[config.mk]
export PLATFORM = sky130hd
export DESIGN_NAME = fskc_sequencer
export DESIGN_NICKNAME = d
export VERILOG_FILES = /design/src/verilog/fskc_pkg.sv /design/src/verilog/fskc_bit_buffer.sv /design/src/verilog/fskc_tone.sv /design/src/verilog/fskc_sequencer.sv
export VERILOG_INCLUDE_DIRS = /design/src /design/src/verilog
export SDC_FILE = /design/constraint.sdc
export NUM_CORES = 1
export LEC_CHECK = 0
export BUFFER_PORTS_ARGS = -buffer_cell sky130_fd_sc_hd__buf_4
export CAP_MARGIN = 20
export CORE_ASPECT_RATIO = 0.75
export CORE_MARGIN = 3
export CORE_UTILIZATION = 47
export CTS_CLUSTER_DIAMETER = 80
export DETAILED_ROUTE_END_ITERATION = 8
export GPL_TIMING_DRIVEN = 0
export PLACE_DENSITY_LB_ADDON = 0.12
export SKIP_CTS_REPAIR_TIMING = 1
export SLEW_MARGIN = 30
export SYNTH_ARGS = -nofsm -noshare
export SYNTH_HDL_FRONTEND = slang
export SYNTH_SLANG_ARGS = --single-unit
[constraint.sdc]
create_clock -name clock -period 5.7 [get_ports clock]
set_input_delay 0.57 -clock clock [delete_from_list [all_inputs] [get_ports clock]]
set_output_delay 0.57 -clock clock [all_outputs]
set_load 0.1 [all_outputs]
[src/verilog/fskc_defs.svh]
// Constants for the caller identification FSK sequencer.
// Assumes a 40 MHz core clock and a byte-wide host command port.
`ifndef FSKC_DEFS_SVH
`define FSKC_DEFS_SVH

// ==========================================================
// Register indices on the host command port
`define FSKC_ADDR_FLAG 6'h13
`define FSKC_ADDR_BYTES 6'h14
`define FSKC_ADDR_SEIZE 6'h15
`define FSKC_ADDR_MARK 6'h16
`define FSKC_ADDR_CTRL 6'h17

// ==========================================================
// Control register fields
`define FSKC_CTL_LAUNCH 0
`define FSKC_CTL_HOLD 1
`define FSKC_CTL_STD 2
`define FSKC_CTL_EN 3
`define FSKC_CTL_CS_LO 4
`define FSKC_CTL_CS_HI 5
`define FSKC_RST_BYTE 8'h00
`define FSKC_RST_BIT 1'b0
`define FSKC_RST_CS 2'h0

// ==========================================================
// Data store and line symbols
`define FSKC_STORE_DEPTH 64
`define FSKC_MAX_BYTES 8'h40
`define FSKC_DATA_LAST 9'h007
`define FSKC_START_BIT 1'b0
`define FSKC_STOP_BIT 1'b1
`define FSKC_MARK_BIT 1'b1

// ==========================================================
// Timing and tones
`define FSKC_CLK_HZ 40000000
`define FSKC_BAUD_RATE 1200
`define FSKC_BELL_MARK_HZ 1200
`define FSKC_BELL_SPACE_HZ 2200
`define FSKC_V23_MARK_HZ 1300
`define FSKC_V23_SPACE_HZ 2100
`define FSKC_ACC_W 24

`endif

[src/verilog/fskc_pkg.sv]
// Types shared by the caller identification FSK sequencer files.
// Assumes fskc_defs.svh is on the include path.
package fskc_pkg;

	// ==========================================================
	// Sequencer states, also used to tag each line bit
	typedef enum logic [2:0] {
		FSKC_IDLE,
		FSKC_SEIZE,
		FSKC_MARK,
		FSKC_START,
		FSKC_DATA,
		FSKC_STOP,
		FSKC_FLAG,
		FSKC_DRAIN
	} fskc_state_type;

	// ==========================================================
	// One line bit on its way to the modulator
	typedef struct packed {
		fskc_state_type part;
		logic lineBit;
	} fskc_sym_type;

	// ==========================================================
	// One host command: register or store access
	typedef struct packed {
		logic write;
		logic toStore;
		logic [5:0] addr;
		logic [7:0] data;
	} fskc_cmd_type;

endpackage : fskc_pkg

[src/verilog/fskc_bit_buffer.sv]
// Two-entry buffer between the sequencer and the modulator.
// Assumes one clock; flush drops both entries.
`timescale 1ns/1ps
`default_nettype none

module fskc_bit_buffer
	import fskc_pkg::*;
(
	input wire logic clock,
	input wire logic rst,
	input wire logic ce,
	input wire logic flush,
	input wire logic inValid,
	input wire fskc_sym_type inSym,
	output logic inReady,
	output logic outValid,
	input wire logic outReady,
	output fskc_sym_type outSym
);

	fskc_sym_type slot_ff [0:1];
	logic wrPtr_ff;
	logic rdPtr_ff;
	logic [1:0] count_ff;
	logic doPush;
	logic doPop;

	assign inReady = (count_ff != 2'h2) && !flush;
	assign outValid = (count_ff != 2'h0) && !flush;
	assign outSym = slot_ff[rdPtr_ff];
	assign doPush = inValid && inReady;
	assign doPop = outValid && outReady;

	always_ff @(posedge clock) begin
		if (ce && doPush) begin
			slot_ff[wrPtr_ff] <= inSym;
		end
	end

	always_ff @(posedge clock or posedge rst) begin
		if (rst) begin
			wrPtr_ff <= 1'b0;
			rdPtr_ff <= 1'b0;
			count_ff <= 2'h0;
		end else if (ce) begin
			if (flush) begin
				wrPtr_ff <= 1'b0;
				rdPtr_ff <= 1'b0;
				count_ff <= 2'h0;
			end else begin
				wrPtr_ff <= wrPtr_ff ^ doPush;
				rdPtr_ff <= rdPtr_ff ^ doPop;
				count_ff <= count_ff + {1'b0, doPush} - {1'b0, doPop};
			end
		end
	end

endmodule : fskc_bit_buffer

`default_nettype wire

[src/verilog/fskc_tone.sv]
// Baud timer and phase-accumulator tone generator.
// Assumes one bit is offered per baud period by a valid/ready source.
`timescale 1ns/1ps
`default_nettype none
`include "fskc_defs.svh"

module fskc_tone
	import fskc_pkg::*;
#(
	parameter int BAUD_CYCLES = `FSKC_CLK_HZ / `FSKC_BAUD_RATE
)
(
	input wire logic clock,
	input wire logic rst,
	input wire logic ce,
	input wire logic enable,
	input wire logic stdSel,
	input wire logic holdOnes,
	input wire logic symValid,
	input wire fskc_sym_type sym,
	output logic symReady,
	output logic busy,
	output logic toneLevel,
	output logic toneOn
);

	logic [15:0] baudCnt_ff;
	logic bitActive_ff;
	logic curBit_ff;
	logic [`FSKC_ACC_W-1:0] acc_ff;
	logic lastCycle;
	logic sendBit;
	logic nxtOn;
	logic [`FSKC_ACC_W-1:0] inc;

	function automatic logic [`FSKC_ACC_W-1:0] freqInc(input longint hz);
		longint q;
		q = (hz << `FSKC_ACC_W) / `FSKC_CLK_HZ;
		freqInc = q[`FSKC_ACC_W-1:0];
	endfunction : freqInc

	assign lastCycle = (baudCnt_ff == 16'(BAUD_CYCLES - 1));
	assign symReady = enable && (!bitActive_ff || lastCycle);
	assign busy = bitActive_ff;

	// ==========================================================
	// Baud timing: one line bit per period
	// 1200 baud pacing
	always_ff @(posedge clock or posedge rst) begin
		if (rst) begin
			baudCnt_ff <= 16'h0000;
			bitActive_ff <= 1'b0;
			curBit_ff <= `FSKC_MARK_BIT;
		end else if (ce) begin
			if (!enable) begin
				bitActive_ff <= 1'b0;
				baudCnt_ff <= 16'h0000;
			end else if (symReady) begin
				bitActive_ff <= symValid;
				curBit_ff <= sym.lineBit;
				baudCnt_ff <= 16'h0000;
			end else begin
				baudCnt_ff <= baudCnt_ff + 16'h0001;
			end
		end
	end

	// ==========================================================
	// Tone selection and accumulator
	// ones hold after send
	assign sendBit = bitActive_ff ? curBit_ff : `FSKC_MARK_BIT;
	assign nxtOn = enable && (bitActive_ff || holdOnes);

	always_comb begin
		if (stdSel) begin
			inc = sendBit ? freqInc(`FSKC_V23_MARK_HZ) : freqInc(`FSKC_V23_SPACE_HZ);
		end else begin
			inc = sendBit ? freqInc(`FSKC_BELL_MARK_HZ) : freqInc(`FSKC_BELL_SPACE_HZ);
		end
	end

	always_ff @(posedge clock or posedge rst) begin
		if (rst) begin
			acc_ff <= '0;
			toneOn <= 1'b0;
			toneLevel <= 1'b0;
		end else if (ce) begin
			toneOn <= nxtOn;
			acc_ff <= nxtOn ? acc_ff + inc : '0;
			toneLevel <= nxtOn && acc_ff[`FSKC_ACC_W-1];
		end
	end

endmodule : fskc_tone

`default_nettype wire

[src/verilog/fskc_sequencer.sv]
// Caller identification FSK sequencer: registers, data store, framing.
// Assumes a host command port taking one request per cycle and
// four voice channel inputs that accept a routed tone level.
`timescale 1ns/1ps
`default_nettype none
`include "fskc_defs.svh"

// Overview of operation
// - Seizure zero-one pairs are sent first
// - Mark run of ones follows seizure
// - Each byte: start, eight bits, stop, flag
// - Repeat bytes until count done, then end
// - Launch bit starts; hardware clears at end
// - After send, hold ones or mute
// - Hold not resumed until next launch
// - Bytes go onto the line LSB first
// - Flag run length from 8-bit field
// - Byte count 0 to 64, 64-byte store
// - Seizure lasts twice the pair count
// - Mark run length from 8-bit field
// - Standard bit picks Bell or V.23 tones
// - Enable bit turns modulator on or off
// - Two-bit select routes to one channel
// - 1200 baud with standard mark/space tones
module fskc_sequencer
	import fskc_pkg::*;
#(
	parameter int BAUD_CYCLES = `FSKC_CLK_HZ / `FSKC_BAUD_RATE
)
(
	input wire logic clock,
	input wire logic rst,
	input wire logic ce,
	input wire logic cmdValid,
	input wire fskc_cmd_type cmd,
	output logic rdValid,
	output logic [7:0] rdData,
	output logic [3:0] chanTone,
	output logic [3:0] chanActive,
	output logic txRunning
);

	// ==========================================================
	// Registers and store
	logic [7:0] flagLen_ff;
	logic [7:0] byteCount_ff;
	logic [7:0] seizePairs_ff;
	logic [7:0] markLen_ff;
	logic launch_ff;
	logic holdBit_ff;
	logic stdSel_ff;
	logic modEn_ff;
	logic [1:0] chanSel_ff;
	logic [7:0] store_ff [0:`FSKC_STORE_DEPTH-1];

	// ==========================================================
	// Sequencer state
	fskc_state_type state_ff;
	fskc_state_type nxt_state;
	logic [8:0] cnt_ff;
	logic [6:0] byteIdx_ff;
	logic [7:0] shift_ff;
	logic postSend_ff;
	logic holdArm_ff;

	logic regWr;
	logic ctrlWr;
	logic startNow;
	logic seqDone;
	logic lastBit;
	logic symPush;
	logic [7:0] cntEff;
	logic [7:0] ctrlView;
	logic [7:0] rdMux;
	fskc_state_type afterMark;
	fskc_state_type afterSeize;
	fskc_state_type afterFlag;
	fskc_state_type afterStop;

	fskc_sym_type pushSym;
	logic pushValid;
	logic pushReady;
	fskc_sym_type lineSym;
	logic lineValid;
	logic lineReady;
	logic toneBusy;
	logic lineBusy;
	logic holdOnes;
	logic toneLevel;
	logic toneOn;

	function automatic logic [7:0] clampCount(input logic [7:0] n);
		clampCount = (n > `FSKC_MAX_BYTES) ? `FSKC_MAX_BYTES : n;
	endfunction : clampCount

	assign regWr = cmdValid && cmd.write && !cmd.toStore;
	assign ctrlWr = regWr && (cmd.addr == `FSKC_ADDR_CTRL);
	assign cntEff = clampCount(byteCount_ff);

	// ==========================================================
	// Configuration registers
	// flag length field
	always_ff @(posedge clock or posedge rst) begin
		if (rst) begin
			flagLen_ff <= `FSKC_RST_BYTE;
			byteCount_ff <= `FSKC_RST_BYTE;
			seizePairs_ff <= `FSKC_RST_BYTE;
			markLen_ff <= `FSKC_RST_BYTE;
			holdBit_ff <= `FSKC_RST_BIT;
			stdSel_ff <= `FSKC_RST_BIT;
			modEn_ff <= `FSKC_RST_BIT;
			chanSel_ff <= `FSKC_RST_CS;
		end else if (ce && regWr) begin
			case (cmd.addr)
				`FSKC_ADDR_FLAG: flagLen_ff <= cmd.data;
				`FSKC_ADDR_BYTES: byteCount_ff <= cmd.data;
				`FSKC_ADDR_SEIZE: seizePairs_ff <= cmd.data;
				`FSKC_ADDR_MARK: markLen_ff <= cmd.data;
				`FSKC_ADDR_CTRL: begin
					holdBit_ff <= cmd.data[`FSKC_CTL_HOLD];
					stdSel_ff <= cmd.data[`FSKC_CTL_STD];
					modEn_ff <= cmd.data[`FSKC_CTL_EN];
					chanSel_ff <= cmd.data[`FSKC_CTL_CS_HI:`FSKC_CTL_CS_LO];
				end
				default: begin
				end
			endcase
		end
	end

	always_ff @(posedge clock or posedge rst) begin
		if (rst) begin
			launch_ff <= `FSKC_RST_BIT;
		end else if (ce) begin
			if (ctrlWr) begin
				launch_ff <= cmd.data[`FSKC_CTL_LAUNCH];
			end else if (seqDone || !modEn_ff) begin
				launch_ff <= 1'b0;
			end
		end
	end

	always_ff @(posedge clock) begin
		if (ce && cmdValid && cmd.write && cmd.toStore) begin
			store_ff[cmd.addr] <= cmd.data;
		end
	end

	// ==========================================================
	// Read answers, one cycle after the request
	always_comb begin
		ctrlView = 8'h00;
		ctrlView[`FSKC_CTL_LAUNCH] = launch_ff;
		ctrlView[`FSKC_CTL_HOLD] = holdBit_ff;
		ctrlView[`FSKC_CTL_STD] = stdSel_ff;
		ctrlView[`FSKC_CTL_EN] = modEn_ff;
		ctrlView[`FSKC_CTL_CS_HI:`FSKC_CTL_CS_LO] = chanSel_ff;
		if (cmd.toStore) begin
			rdMux = store_ff[cmd.addr];
		end else begin
			case (cmd.addr)
				`FSKC_ADDR_FLAG: rdMux = flagLen_ff;
				`FSKC_ADDR_BYTES: rdMux = byteCount_ff;
				`FSKC_ADDR_SEIZE: rdMux = seizePairs_ff;
				`FSKC_ADDR_MARK: rdMux = markLen_ff;
				`FSKC_ADDR_CTRL: rdMux = ctrlView;
				default: rdMux = 8'h00;
			endcase
		end
	end

	always_ff @(posedge clock or posedge rst) begin
		if (rst) begin
			rdValid <= 1'b0;
			rdData <= 8'h00;
		end else if (ce) begin
			rdValid <= cmdValid && !cmd.write;
			if (cmdValid && !cmd.write) begin
				rdData <= rdMux;
			end
		end
	end

	// ==========================================================
	// Message framing
	// mark run after seizure
	assign afterMark = (cntEff != 8'h00) ? FSKC_START : FSKC_DRAIN;
	assign afterSeize = (markLen_ff != 8'h00) ? FSKC_MARK : afterMark;
	assign afterFlag = ({1'b0, byteIdx_ff} < cntEff) ? FSKC_START : FSKC_DRAIN;
	assign afterStop = (flagLen_ff != 8'h00) ? FSKC_FLAG : afterFlag;

	assign startNow = (state_ff == FSKC_IDLE) && launch_ff && modEn_ff;
	assign seqDone = (state_ff == FSKC_DRAIN) && !lineBusy && modEn_ff;
	assign symPush = pushValid && pushReady;
	assign lineBusy = lineValid || toneBusy;
	assign txRunning = (state_ff != FSKC_IDLE);

	always_comb begin
		pushValid = 1'b1;
		pushSym.part = state_ff;
		pushSym.lineBit = `FSKC_MARK_BIT;
		lastBit = 1'b0;
		case (state_ff)
			FSKC_SEIZE: begin
				pushSym.lineBit = cnt_ff[0];
				lastBit = (cnt_ff == {seizePairs_ff - 8'h01, 1'b1});
			end
			FSKC_MARK: lastBit = (cnt_ff == {1'b0, markLen_ff - 8'h01});
			FSKC_START: begin
				pushSym.lineBit = `FSKC_START_BIT;
				lastBit = 1'b1;
			end
			FSKC_DATA: begin
				pushSym.lineBit = shift_ff[0];
				lastBit = (cnt_ff == `FSKC_DATA_LAST);
			end
			FSKC_STOP: begin
				pushSym.lineBit = `FSKC_STOP_BIT;
				lastBit = 1'b1;
			end
			FSKC_FLAG: lastBit = (cnt_ff == {1'b0, flagLen_ff - 8'h01});
			default: pushValid = 1'b0;
		endcase
	end

	always_comb begin
		nxt_state = state_ff;
		case (state_ff)
			FSKC_IDLE: begin
				if (startNow) begin
					nxt_state = (seizePairs_ff != 8'h00) ? FSKC_SEIZE : afterSeize;
				end
			end
			FSKC_SEIZE: nxt_state = afterSeize;
			FSKC_MARK: nxt_state = afterMark;
			FSKC_START: nxt_state = FSKC_DATA;
			FSKC_DATA: nxt_state = FSKC_STOP;
			FSKC_STOP: nxt_state = afterStop;
			FSKC_FLAG: nxt_state = afterFlag;
			FSKC_DRAIN: begin
				if (!lineBusy) begin
					nxt_state = FSKC_IDLE;
				end
			end
			default: nxt_state = FSKC_IDLE;
		endcase
	end

	always_ff @(posedge clock or posedge rst) begin
		if (rst) begin
			state_ff <= FSKC_IDLE;
			cnt_ff <= 9'h000;
			byteIdx_ff <= 7'h00;
			shift_ff <= 8'h00;
		end else if (ce) begin
			if (!modEn_ff) begin
				state_ff <= FSKC_IDLE;
				cnt_ff <= 9'h000;
			end else if (startNow) begin
				state_ff <= nxt_state;
				cnt_ff <= 9'h000;
				byteIdx_ff <= 7'h00;
			end else if (state_ff == FSKC_DRAIN) begin
				state_ff <= nxt_state;
			end else if (symPush) begin
				if (state_ff == FSKC_START) begin
					shift_ff <= store_ff[byteIdx_ff[5:0]];
					byteIdx_ff <= byteIdx_ff + 7'h01;
				end else if (state_ff == FSKC_DATA) begin
					shift_ff <= {1'b0, shift_ff[7:1]};
				end
				if (lastBit) begin
					state_ff <= nxt_state;
					cnt_ff <= 9'h000;
				end else begin
					cnt_ff <= cnt_ff + 9'h001;
				end
			end
		end
	end

	always_ff @(posedge clock or posedge rst) begin
		if (rst) begin
			postSend_ff <= 1'b0;
			holdArm_ff <= 1'b0;
		end else if (ce) begin
			if (startNow) begin
				postSend_ff <= 1'b0;
				holdArm_ff <= 1'b1;
			end else begin
				postSend_ff <= postSend_ff || seqDone;
				holdArm_ff <= holdArm_ff && holdBit_ff;
			end
		end
	end

	// Done cycle included so the carrier does not drop between message and hold
	assign holdOnes = (postSend_ff || seqDone) && holdArm_ff && holdBit_ff;

	// ==========================================================
	// Line path: buffer then modulator
	fskc_bit_buffer u_buffer (
		.clock(clock),
		.rst(rst),
		.ce(ce),
		.flush(!modEn_ff),
		.inValid(pushValid),
		.inSym(pushSym),
		.inReady(pushReady),
		.outValid(lineValid),
		.outReady(lineReady),
		.outSym(lineSym)
	);

	fskc_tone #(
		.BAUD_CYCLES(BAUD_CYCLES)
	) u_tone (
		.clock(clock),
		.rst(rst),
		.ce(ce),
		.enable(modEn_ff),
		.stdSel(stdSel_ff),
		.holdOnes(holdOnes),
		.symValid(lineValid),
		.sym(lineSym),
		.symReady(lineReady),
		.busy(toneBusy),
		.toneLevel(toneLevel),
		.toneOn(toneOn)
	);

	always_ff @(posedge clock or posedge rst) begin
		if (rst) begin
			chanTone <= 4'h0;
			chanActive <= 4'h0;
		end else if (ce) begin
			for (int i = 0; i < 4; i++) begin
				chanActive[i] <= toneOn && (chanSel_ff == 2'(i));
				chanTone[i] <= toneLevel && (chanSel_ff == 2'(i));
			end
		end
	end

endmodule : fskc_sequencer

`default_nettype wire

# Yosys cells after proc, flatten, opt, wreduce, memory -nomap -nowiden
# Memory sizes are Yosys's and may differ from the RTL's. A register that Yosys moved wholly into a read port is not among the register bits.
# Index checks and enable logic that the tools add are counted.
# Widths: inputs -> output; s select.
word_totals:
  register_bits: 131
  in_bits: 20
  ram_bits: 520
  mem_count: 2
  wordCells: 189
  output_inout_bits: 18
classes:
  bitwise: 4
  n_mux: 50
  n_addsub: 9
  n_eq_ne: 27
  n_lt_le_gt_ge: 2
  reduce_logical: 68
memory_table:
  columns: ["memory", "depth", "word_bits", "read_ports", "rd_clocked_by_memory_dff", "write_ports", "line_no", "rtl"]
  rows:
  - ["store_ff", 64, 8, 2, 0, 1, "fskc_sequencer.sv:54", "logic [7:0] store_ff [0:`FSKC_STORE_DEPTH-1];"]
  - ["u_buffer.slot_ff", 2, 4, 1, 1, 1, "fskc_bit_buffer.sv:21", "fskc_sym_type slot_ff [0:1];"]
op_table:
  columns: ["operator", "count"]
  rows:
  - ["$mux 9", 6]
  - ["$mux 24", 2]
  - ["$pmux 8 s5", 1]
  - ["$mux 3", 12]
  - ["$mux 16", 2]
  - ["$mux 8", 4]
  - ["$reduce_bool 8->1", 4]
  - ["$logic_and 1x1->1", 31]
  - ["$eq 6x5->1 const B", 5]
  - ["$mux 7", 4]
  - ["$add 24x24->24", 1]
  - ["$pmux 3 s8", 1]
  - ["$sub 8x1->8 const B", 3]
  - ["$eq 9x8->1", 2]
  - ["$add 16x1->16 const B", 1]
  - ["$eq 16x16->1 const B", 1]
  - ["$reduce_and 2->1", 8]
  - ["$mux 1", 14]
  - ["$eq 3x3->1 const B", 4]
  - ["$mux 10", 1]
  - ["$reduce_bool 2->1", 5]
  - ["$add 9x1->9 const B", 1]
  - ["$eq 9x3->1 const B", 1]
  - ["$eq 9x9->1", 1]
  - ["29 further kinds", 45]

# Depth between registers and ports, before layout
# Gate-level depths: netlist of the first run.
logic_depth:
  word_depth: 13
  ltp_mapped: 14
  ltp_nobuf: 13

# Modules after synthesis
# From an unflattened synthesis of the first run, not the netlist that was laid out.
hier_totals:
  cells_unflattened: 2088
  hier_area_um2: 30939.7
modules_own_cells:
  columns: ["mod", "area_per_inst_um2", "n_inst", "cells_each", "seq_area_each_um2"]
  rows:
  - ["fskc_sequencer", 27744.1, 1, 1770, 17476.8]
  - ["fskc_tone", 2618.8, 1, 272, 1102.3]
  - ["fskc_bit_buffer", 576.8, 1, 46, 340.3]

# Worst setup path before layout of the first run
# Ideal clock, no wire load.
synth_timing:
  path_type: "flip-flop to flip-flop"
  startpoint: "register state_ff[0]"
  endpoint: "register state_ff[0]"
  n_path_buf: 1
  t_required_ns: 5.575
  setup_slack_ns: 2.546
  arrival_ns: 3.029
  path_stages_with_launch: 14
  setup_time_ns: 0.125
  period_less_slack_ns: 3.154
  cell_sequence: "dfrtp_1 clkbuf_1 nor2b_1 nand2_1 mux2i_1 ha_1 and4bb_2 nor4_1 o31a_1 o211ai_1 nor4_1 and3_4 o21ai_1 mux2_2"
synth_via:
  elab_chain_cells: 10
  word_cells_on_any_way: 26
  classes_between: "eq/ne: 9; mux: 10; reduce/logical: 7"
synth_rtl:
  columns: ["item", "line_no", "rtl"]
  rows:
  - ["start: declaration", "fskc_sequencer.sv:58", "fskc_state_type state_ff;"]
  - ["start signal: assignment", "fskc_sequencer.sv:260", "state_ff <= nxt_state;"]
  - ["start signal: assignment", "fskc_sequencer.sv:264", "state_ff <= nxt_state;"]
  - ["start signal: assignment", "fskc_sequencer.sv:273", "state_ff <= nxt_state;"]
  - ["$logic_not 3->1", "fskc_sequencer.sv:192, fskc_sequencer.sv:228", null]
  - ["$logic_and 1x1->1 (2 in a row)", "fskc_sequencer.sv:192", "assign startNow = (state_ff == FSKC_IDLE) && launch_ff && modEn_ff;"]
  - ["$mux 3", "fskc_sequencer.sv:230", "if (startNow) begin"]
  - ["$pmux 3 s8", "fskc_sequencer.sv:228", "case (state_ff)"]
  - ["$mux 3", "fskc_sequencer.sv:272", "if (lastBit) begin"]
  - ["$mux 3", "fskc_sequencer.sv:265", "end else if (symPush) begin"]
  - ["$mux 3", "fskc_sequencer.sv:263", "end else if (state_ff == FSKC_DRAIN) begin"]
  - ["$mux 3", "fskc_sequencer.sv:259", "end else if (startNow) begin"]
  - ["$mux 3", "fskc_sequencer.sv:256", "if (!modEn_ff) begin"]
# Several ways; a longest one is shown, not always the timed one. The select of a mux whose other input is x is not followed.
# A chain may end at the register's enable or synchronous reset.

# Final worst setup path of the first run
layout_timing:
  startpoint: "input cmd[8] in the netlist's numbering"
  endpoint: "memory store_ff[13][0], enable pin"
layout_lines:
  columns: ["item", "line_no", "rtl"]
  rows:
  - ["start: declaration", "fskc_sequencer.sv:35", "input wire fskc_cmd_type cmd,"]
  - ["end: declaration", "fskc_sequencer.sv:54", null]
# Straight into the memory's write port.

==> impl_metrics.csv, run 1 <==
group,metric,value,unit
cells_and_area,final_area,34620,sq um
sta,setup_tns,0,ns
critical_path,path_cells,"buf_2 > clkbuf_1 > and3b_1 > clkbuf_2 > clkbuf_2 > buf_1 > nand2_1 > nor2_1",
cells_and_area,final_layout_size_suffix_gt1_frac,0.2109,
cells_and_area,ff_latch_area,18740,sq um
synthesis,ys_ff_latch,646,
critical_path,worst_path_most_repeated_cell,"clkbuf_2",
synthesis,syn-instance-count,2120,
power,finalPower,11.05,mW
worst_hold_path,hp-class,"in2async",
route,dr_total_vias,23179,
critical_path,r2r_start,"byteIdx_ff[0]",
synthesis,synth_area,30850,sq um
route,drt_iter0_drc,4050,
global_routing,grt_pass1_vias,21750,
global_routing,globalRouteMet3Util,0.1783,
synthesis,synth_compound_area_frac,0.1246,
sta,clock.fmax,194.9,MHz
global_routing,grt_pass1_wl,167700,um
critical_path,critPathKind,"in2reg",
global_routing,busiest_layer,"met1",
power,power_density,319.0,nW/um^2
critical_path,slowest_delay,0.95,ns
synthesis,synth-seq-area-share,0.6073,
power,swShare,0.2648,
critical_path,crit_path_max_fanout,10,
cells_and_area,nFillCells,5313,
synthesis,syn-mean-instance-area,14.55,sq um
clock_tree,clock_sinks,646,
global_routing,antenna_found_initial,12,
critical_path,crit_slowest_cell,"nor2_1",
global_routing,grt_use_met1,0.4992,
sta,finalSetupViolations,0,
clock_tree,cts_made_buffers,68,
clock_tree,cts.clk_slew.worst_paths,0.06,ns
global_routing,gr-usage-all-layers,0.3486,
route,firstDrtPassIters,9,
clock_tree,cts_root_buffer,"clkbuf_16",
sta,relSlewSlack,0.2239,
floorplanning,die_width,301.9,um
floorplanning,core-area,64260,sq um
global_routing,grt_max_degree,74,
placed_design,place_area,32410,sq um
power,peakVddDrop,0.0002390,V
critical_path,worstSetupEndpointType,"register",
clock_tree,cts_tree,"done",
global_routing,use_met2,0.4419,
critical_path,cp_data_required_time,5.93,ns
synthesis,synthMuxAreaShare,0.1560,
route,via_per_inst,7.368,
placed_design,place_hpwl,82790,um
synthesis,ys.flop_type,"edfxtp_1",
sta,skew,0.02003,ns
sta,grt_setup_unrepaired,"false",
synthesis,synth_top_family_by_area,"multiplexers",
synthesis,synth.top_cells.by_count,"edfxtp_1 (514), mux4_2 (169), nor2_1 (145)",
cells_and_area,multi_input_area,11510,sq um
synthesis,synth_fa_ha_area_frac,0.01160,
floorplanning,die_h,227.9,um
power,leakage,11.60,nW
cells_and_area,area_growth,12.22,%
sta,hold_viol_final,26,
sta,worstMarginPinSlew,1.164,ns
cells_and_area,finalNetCount,2277,
clock_tree,clk_latency,0.62,ns
power,p_comb_frac,0.119,
floorplanning,io_pins,38,
clock_tree,htreeDepth,3,
route,post-route-drc-count,0,
sta,period_share,0.9002,
route,detail-route-antenna-nets,0,
route,wl,120800,um
synthesis,synth_top_area_frac,0.5002,
job,max-cap-violations,0,
floorplanning,row_count,80,
cells_and_area,utilization,0.5388,
sta,whs,-0.01485,ns
power,p_sw,2.925,mW
route,wl_per_cell,38.40,um
global_routing,grt_overflow,0,
critical_path,startpoint,"cmd[8]",
floorplanning,dieArea,68790,sq um
synthesis,synth_most_common_cell,"edfxtp_1",
placed_design,gp_congestion,1.103,
power,p_seq_frac,0.481,
synthesis,yosysTopAreaCell,"edfxtp_1",
synthesis,synth_nets,2168,
sta,post-route-min-period,5.131,ns
sta,final-max-slew-violation-count,0,
power,power.internal,8.120,mW
synthesis,synth.top_cells.by_area,"edfxtp_1 (50%), mux4_2 (12%), dfrtp_1 (11%)",
synthesis,ys_types,79,
synthesis,yosys_warnings,0,
clock_tree,clk_path_buf_depth,3,
synthesis,yosys.area_share.simple,0.06772,
outcome,violations,"hold timing",
power,p_clk_frac,0.400,
outcome,status,"finished, violations left",
critical_path,crit_path_start_kind,"input port",
critical_path,arrival,5.36,ns
floorplanning,initial_core_util,0.4801,
synthesis,synth-async-reset-ratio,0.2043,
synthesis,synth-xor-area-share,0.009367,
synthesis,synth_edf_count,514,
placed_design,numPortBuffers,35,
cell families after synthesis:
kind of cell	count (synthesis)
adder cells (fa/ha/maj)	28
AO/OA/AOI/OAI	528
multiplexers	262
XOR/XNOR	33
flip-flops	646
AND/OR/NAND/NOR	435
buffers and inverters	188
worst max-delay path, delay by kind of cell:
family | cells | cell delay [ns]
buffers and inverters | 5 | 2.79
AND/OR/NAND/NOR | 3 | 1.96
registers in the layout, summed over array words and instances, names as in the netlist, 4 cells and up:
| name | cells |
|---|---|
| rdData | 8 |
| store_ff | 512 |
| flagLen_ff | 8 |
| chanActive | 4 |
| shift_ff | 8 |
| byteIdx_ff | 7 |
| markLen_ff | 8 |
| chanTone | 4 |
| byteCount_ff | 8 |
| u_tone.baudCnt_ff | 16 |
| seizePairs_ff | 8 |
| u_tone.acc_ff | 24 |
| cnt_ff | 9 |
routing by layer:
metal  share of wire  up-vias  routed length [um]
li1                -     8906                   -
met1            0.39    11803               47300
met2            0.39     2063               46900
met3            0.17      398               20500
met4           0.050        9                6020
met5         0.00077        -                  93
power by group through the flow:
stage | Sequential (mW) | Clock, mW | Combinational [mW]
after CTS | 5.31 | 4.42 | 1.26
after global placement | 5.40 | 0 | 1.23
after detailed placement | 5.41 | 0 | 1.25
final | 5.31 | 4.42 | 1.31
after global routing | 5.33 | 4.62 | 1.39
after floorplan | 5.47 | 0 | 0.692
metrics by stage:
| step | setup WS (ns) | std cells |
|---|---|---|
| global placement | -0.8267 | 3016 |
| CTS | 0.9346 | 3142 |
| floorplan | 1.606 | 2120 |
| detailed placement | 0.2927 | 3020 |
| finish | 0.5691 | 3146 |
| global route | 0.7847 | 3143 |
cell type report:
| class | count | area share |
|---|---|---|
| clock inverter | 27 | 0.006035 |
| antenna | 4 | 0.0002891 |
| clock buffer | 95 | 0.05626 |
| multi-input combinational | 1286 | 0.3324 |
| buffer | 142 | 0.01778 |
| tap | 861 | 0.03111 |
| sequential | 646 | 0.5412 |
| inverter | 46 | 0.005204 |
| timing repair buffer | 39 | 0.009721 |
worst paths after layout:
check                               endpoint  slack (ns)  cells past startpoint
setup / recovery             store_ff[13][0]        0.57                      8
hold / removal                     rdData[1]       -0.01                      2
setup reg to reg                 shift_ff[0]        1.51                      8
hold reg to reg            u_tone.acc_ff[18]        0.47                      1
min in group clock                 rdData[7]        0.27                      2
max in group asynchronous  u_tone.acc_ff[12]        5.00                      3
placed cells by master (no fill, tap or decap), types with 52 or more instances in the layout:
cell type	Yosys	layout
o21ai_0	73	73
a21oi_1	62	62
nor2_1	145	108
a22o_1	62	62
clkbuf_1	101	80
mux4_2	169	169
a221oi_1	52	52
edfxtp_1	514	514
dfrtp_1	131	131
clkbuf_16	0	74
nand2_1	112	112
mux2_2	56	56
a22oi_1	112	112
(Power assumes the default switching activity.)
==> inputs of run 2 (changes only) <==
--- a/config.mk
+++ b/config.mk
@@ -16,7 +16,7 @@
 export GPL_TIMING_DRIVEN = 0
 export PLACE_DENSITY_LB_ADDON = 0.12
 export SKIP_CTS_REPAIR_TIMING = 1
-export SLEW_MARGIN = 30
+export SLEW_MARGIN = 5
 export SYNTH_ARGS = -nofsm -noshare
 export SYNTH_HDL_FRONTEND = slang
 export SYNTH_SLANG_ARGS = --single-unit
==> constraint.sdc (replaced) <==
create_clock -name clock -period 4.6 [get_ports clock]
set_input_delay 0.46 -clock clock [delete_from_list [all_inputs] [get_ports clock]]
set_output_delay 0.46 -clock clock [all_outputs]
set_load 0.1 [all_outputs]
==> impl_metrics.csv, run 2 (synthesis results as in run 1) <==
group,metric,value,unit
outcome,status,"finished, violations left",
outcome,violations,"setup timing",
route,firstDrtPassIters,9,
clock_tree,cts_made_buffers,67,
cells_and_area,final_common_cell,"edfxtp_1",
sta,setup_slack,-0.2696,ns
sta,grt_setup_unrepaired,"false",
clock_tree,cts_tree,"done",
critical_path,critPathKind,"in2reg",
route,drt_iter0_drc,4490,
critical_path,reg2reg_to,"shift_ff[7]",
power,power_density,394.9,nW/um^2
critical_path,crit_path_start_kind,"input port",
cells_and_area,area_growth,14.00,%
global_routing,gr-usage-all-layers,0.3510,
placed_design,gp_congestion,1.103,
floorplanning,die_width,301.9,um
cells_and_area,top_register,"store_ff",
global_routing,grt_overflow,0,
cells_and_area,final_area,35180,sq um
clock_tree,clk_latency,0.62,ns
sta,finalSetupViolations,159,
route,wl_per_cell,38.11,um
sta,skew,0.01944,ns
power,p_comb_frac,0.119,
critical_path,arrival,5.10,ns
clock_tree,clk_path_buf_depth,3,
power,finalPower,13.89,mW
critical_path,crit_path_max_fanout,10,
global_routing,antenna_found_initial,9,
placed_design,place_hpwl,84680,um
worst_hold_path,hp-start,"cmd[14]",
route,detail-route-antenna-nets,0,
floorplanning,dieArea,68790,sq um
power,peakVddDrop,0.0002756,V
route,dr_total_vias,23323,
floorplanning,initial_core_util,0.4801,
cells_and_area,diodes,0,
worst_hold_path,hp-class,"in2reg",
floorplanning,io_pins,38,
floorplanning,core-area,64260,sq um
sta,period_share,1.059,
floorplanning,row_count,80,
worst_hold_path,worstHoldPathCells,2,
sta,clock.fmax,205.4,MHz
placed_design,numPortBuffers,35,
critical_path,worstSetupEndpointType,"register",
global_routing,grt_pass1_wl,169100,um
sta,final-max-slew-violation-count,0,
cells_and_area,multi_input_area,11450,sq um
route,wl,121600,um
sta,relSlewSlack,0.1537,
cells_and_area,utilization,0.5474,
placed_design,place_area,32600,sq um
job,max-cap-violations,0,
critical_path,ff2ff_path_depth,7,
sta,post-route-min-period,4.870,ns
power,p_seq_frac,0.474,
route,post-route-drc-count,0,
clock_tree,cts_root_buffer,"clkbuf_16",
sta,hold_viol_final,0,
critical_path,r2r_start,"byteIdx_ff[0]",
floorplanning,die_h,227.9,um
cells_and_area,largest_reg_flops,512,
clock_tree,clock_sinks,646,
power,power.internal,10.20,mW
clock_tree,htreeDepth,3,
power,p_clk_frac,0.407,
critical_path,startpoint,"cmd[8]",
cells_and_area,finalNetCount,2323,
global_routing,grt_pass1_vias,21689,
cells_and_area,final_cell_mix,"edfxtp_1 (514), mux4_2 (169), dfrtp_1 (131), nor2_1 (129)",
critical_path,cp_data_required_time,4.83,ns
route,via_per_inst,7.311,
power,leakage,11.82,nW
power,swShare,0.2654,
cells_and_area,nFillCells,5280,
cells_and_area,top_regs,"store_ff: 512 flops, u_tone.acc_ff: 24 flops, u_tone.baudCnt_ff: 16 flops",
critical_path,r2r_setup_slack,0.34,ns
clock_tree,cts.clk_slew.worst_paths,0.07,ns
cells_and_area,final_layout_size_suffix_gt1_frac,0.2014,
power,p_sw,3.686,mW
worst_hold_path,min_to,"rdData[7]",
cells_and_area,ff_latch_area,18740,sq um
sta,worstMarginPinSlew,1.269,ns
global_routing,grt_max_degree,74,
## run 2: cell types whose count changed in the layout (fill, tap and decap cells not counted), moves of 11 or more
cell / delta
buf_6: +16
buf_2: -11
clkbuf_2: -36
nor2_1: +21
clkbuf_1: +24
buf_8: +25
nor2_2: -21
## run 2: power groups by stage
stage | Combinational [mW] | Sequential, mW | Clock (mW)
2_1_floorplan | 0.858 | 6.77 | 0
3_3_place_gp | 1.52 | 6.69 | 0
3_5_place_dp | 1.57 | 6.70 | 0
4_1_cts | 1.58 | 6.58 | 5.66
5_1_grt | 1.75 | 6.59 | 5.90
6_report | 1.66 | 6.58 | 5.65
## run 2: how the worst max path moves through the flow
| stage | end | slack [ns] | cells after the start |
|---|---|---|---|
| 5_1_grt | store_ff[6][6] | 0.004 | 9 |
| 2_1_floorplan | byteCount_ff[0] | 0.62 | 1 |
| 4_1_cts | store_ff[60][3] | -0.78 | 9 |
| 6_report | store_ff[2][2] | -0.27 | 6 |
| 3_3_place_gp | store_ff[32][3] | -1.82 | 7 |
| 3_5_place_dp | store_ff[60][6] | -1.42 | 9 |
## run 2: critical path: stages
cell and delay (ns):
buf_2 0.16, nor3b_1 0.84, clkbuf_1 0.90, buf_1 0.94, nand2_1 0.75, nor2_1 1.04
## run 2: routing by layer
| layer | vias to the layer above | part of all wire | GRT usage |
|---|---|---|---|
| met1 | 11761 | 0.39 | 0.5116 |
| met4 | 8 | 0.049 | 0.1432 |
| met2 | 2185 | 0.39 | 0.4450 |
| met3 | 390 | 0.18 | 0.1684 |
| li1 | 8979 | - | - |
| met5 | - | 0.00047 | 0 |
## run 2: stage by stage
stage                     cells  setup WS [ns]  setup TNS (ns)  hold slack (ns)
after CTS                  3169        -0.7783         -114.73         -0.06650
after detailed placement   3046         -1.419         -318.11           0.4707
final                      3190        -0.2696          -22.38           0.1605
after floorplan            2120         0.6156               0           0.4453
after global placement     3016         -1.817         -632.59           0.4632
after global routing       3190       0.004400               0           0.1426
## run 2: cell type report
cell class,count,area share
plain buffers,139,0.01551
clock buffers,85,0.05467
clock inverters,38,0.008999
inverters,46,0.005051
multi-input cells,1286,0.3255
flip-flops and latches,646,0.5327
well taps,861,0.03063
repair buffers,89,0.02686
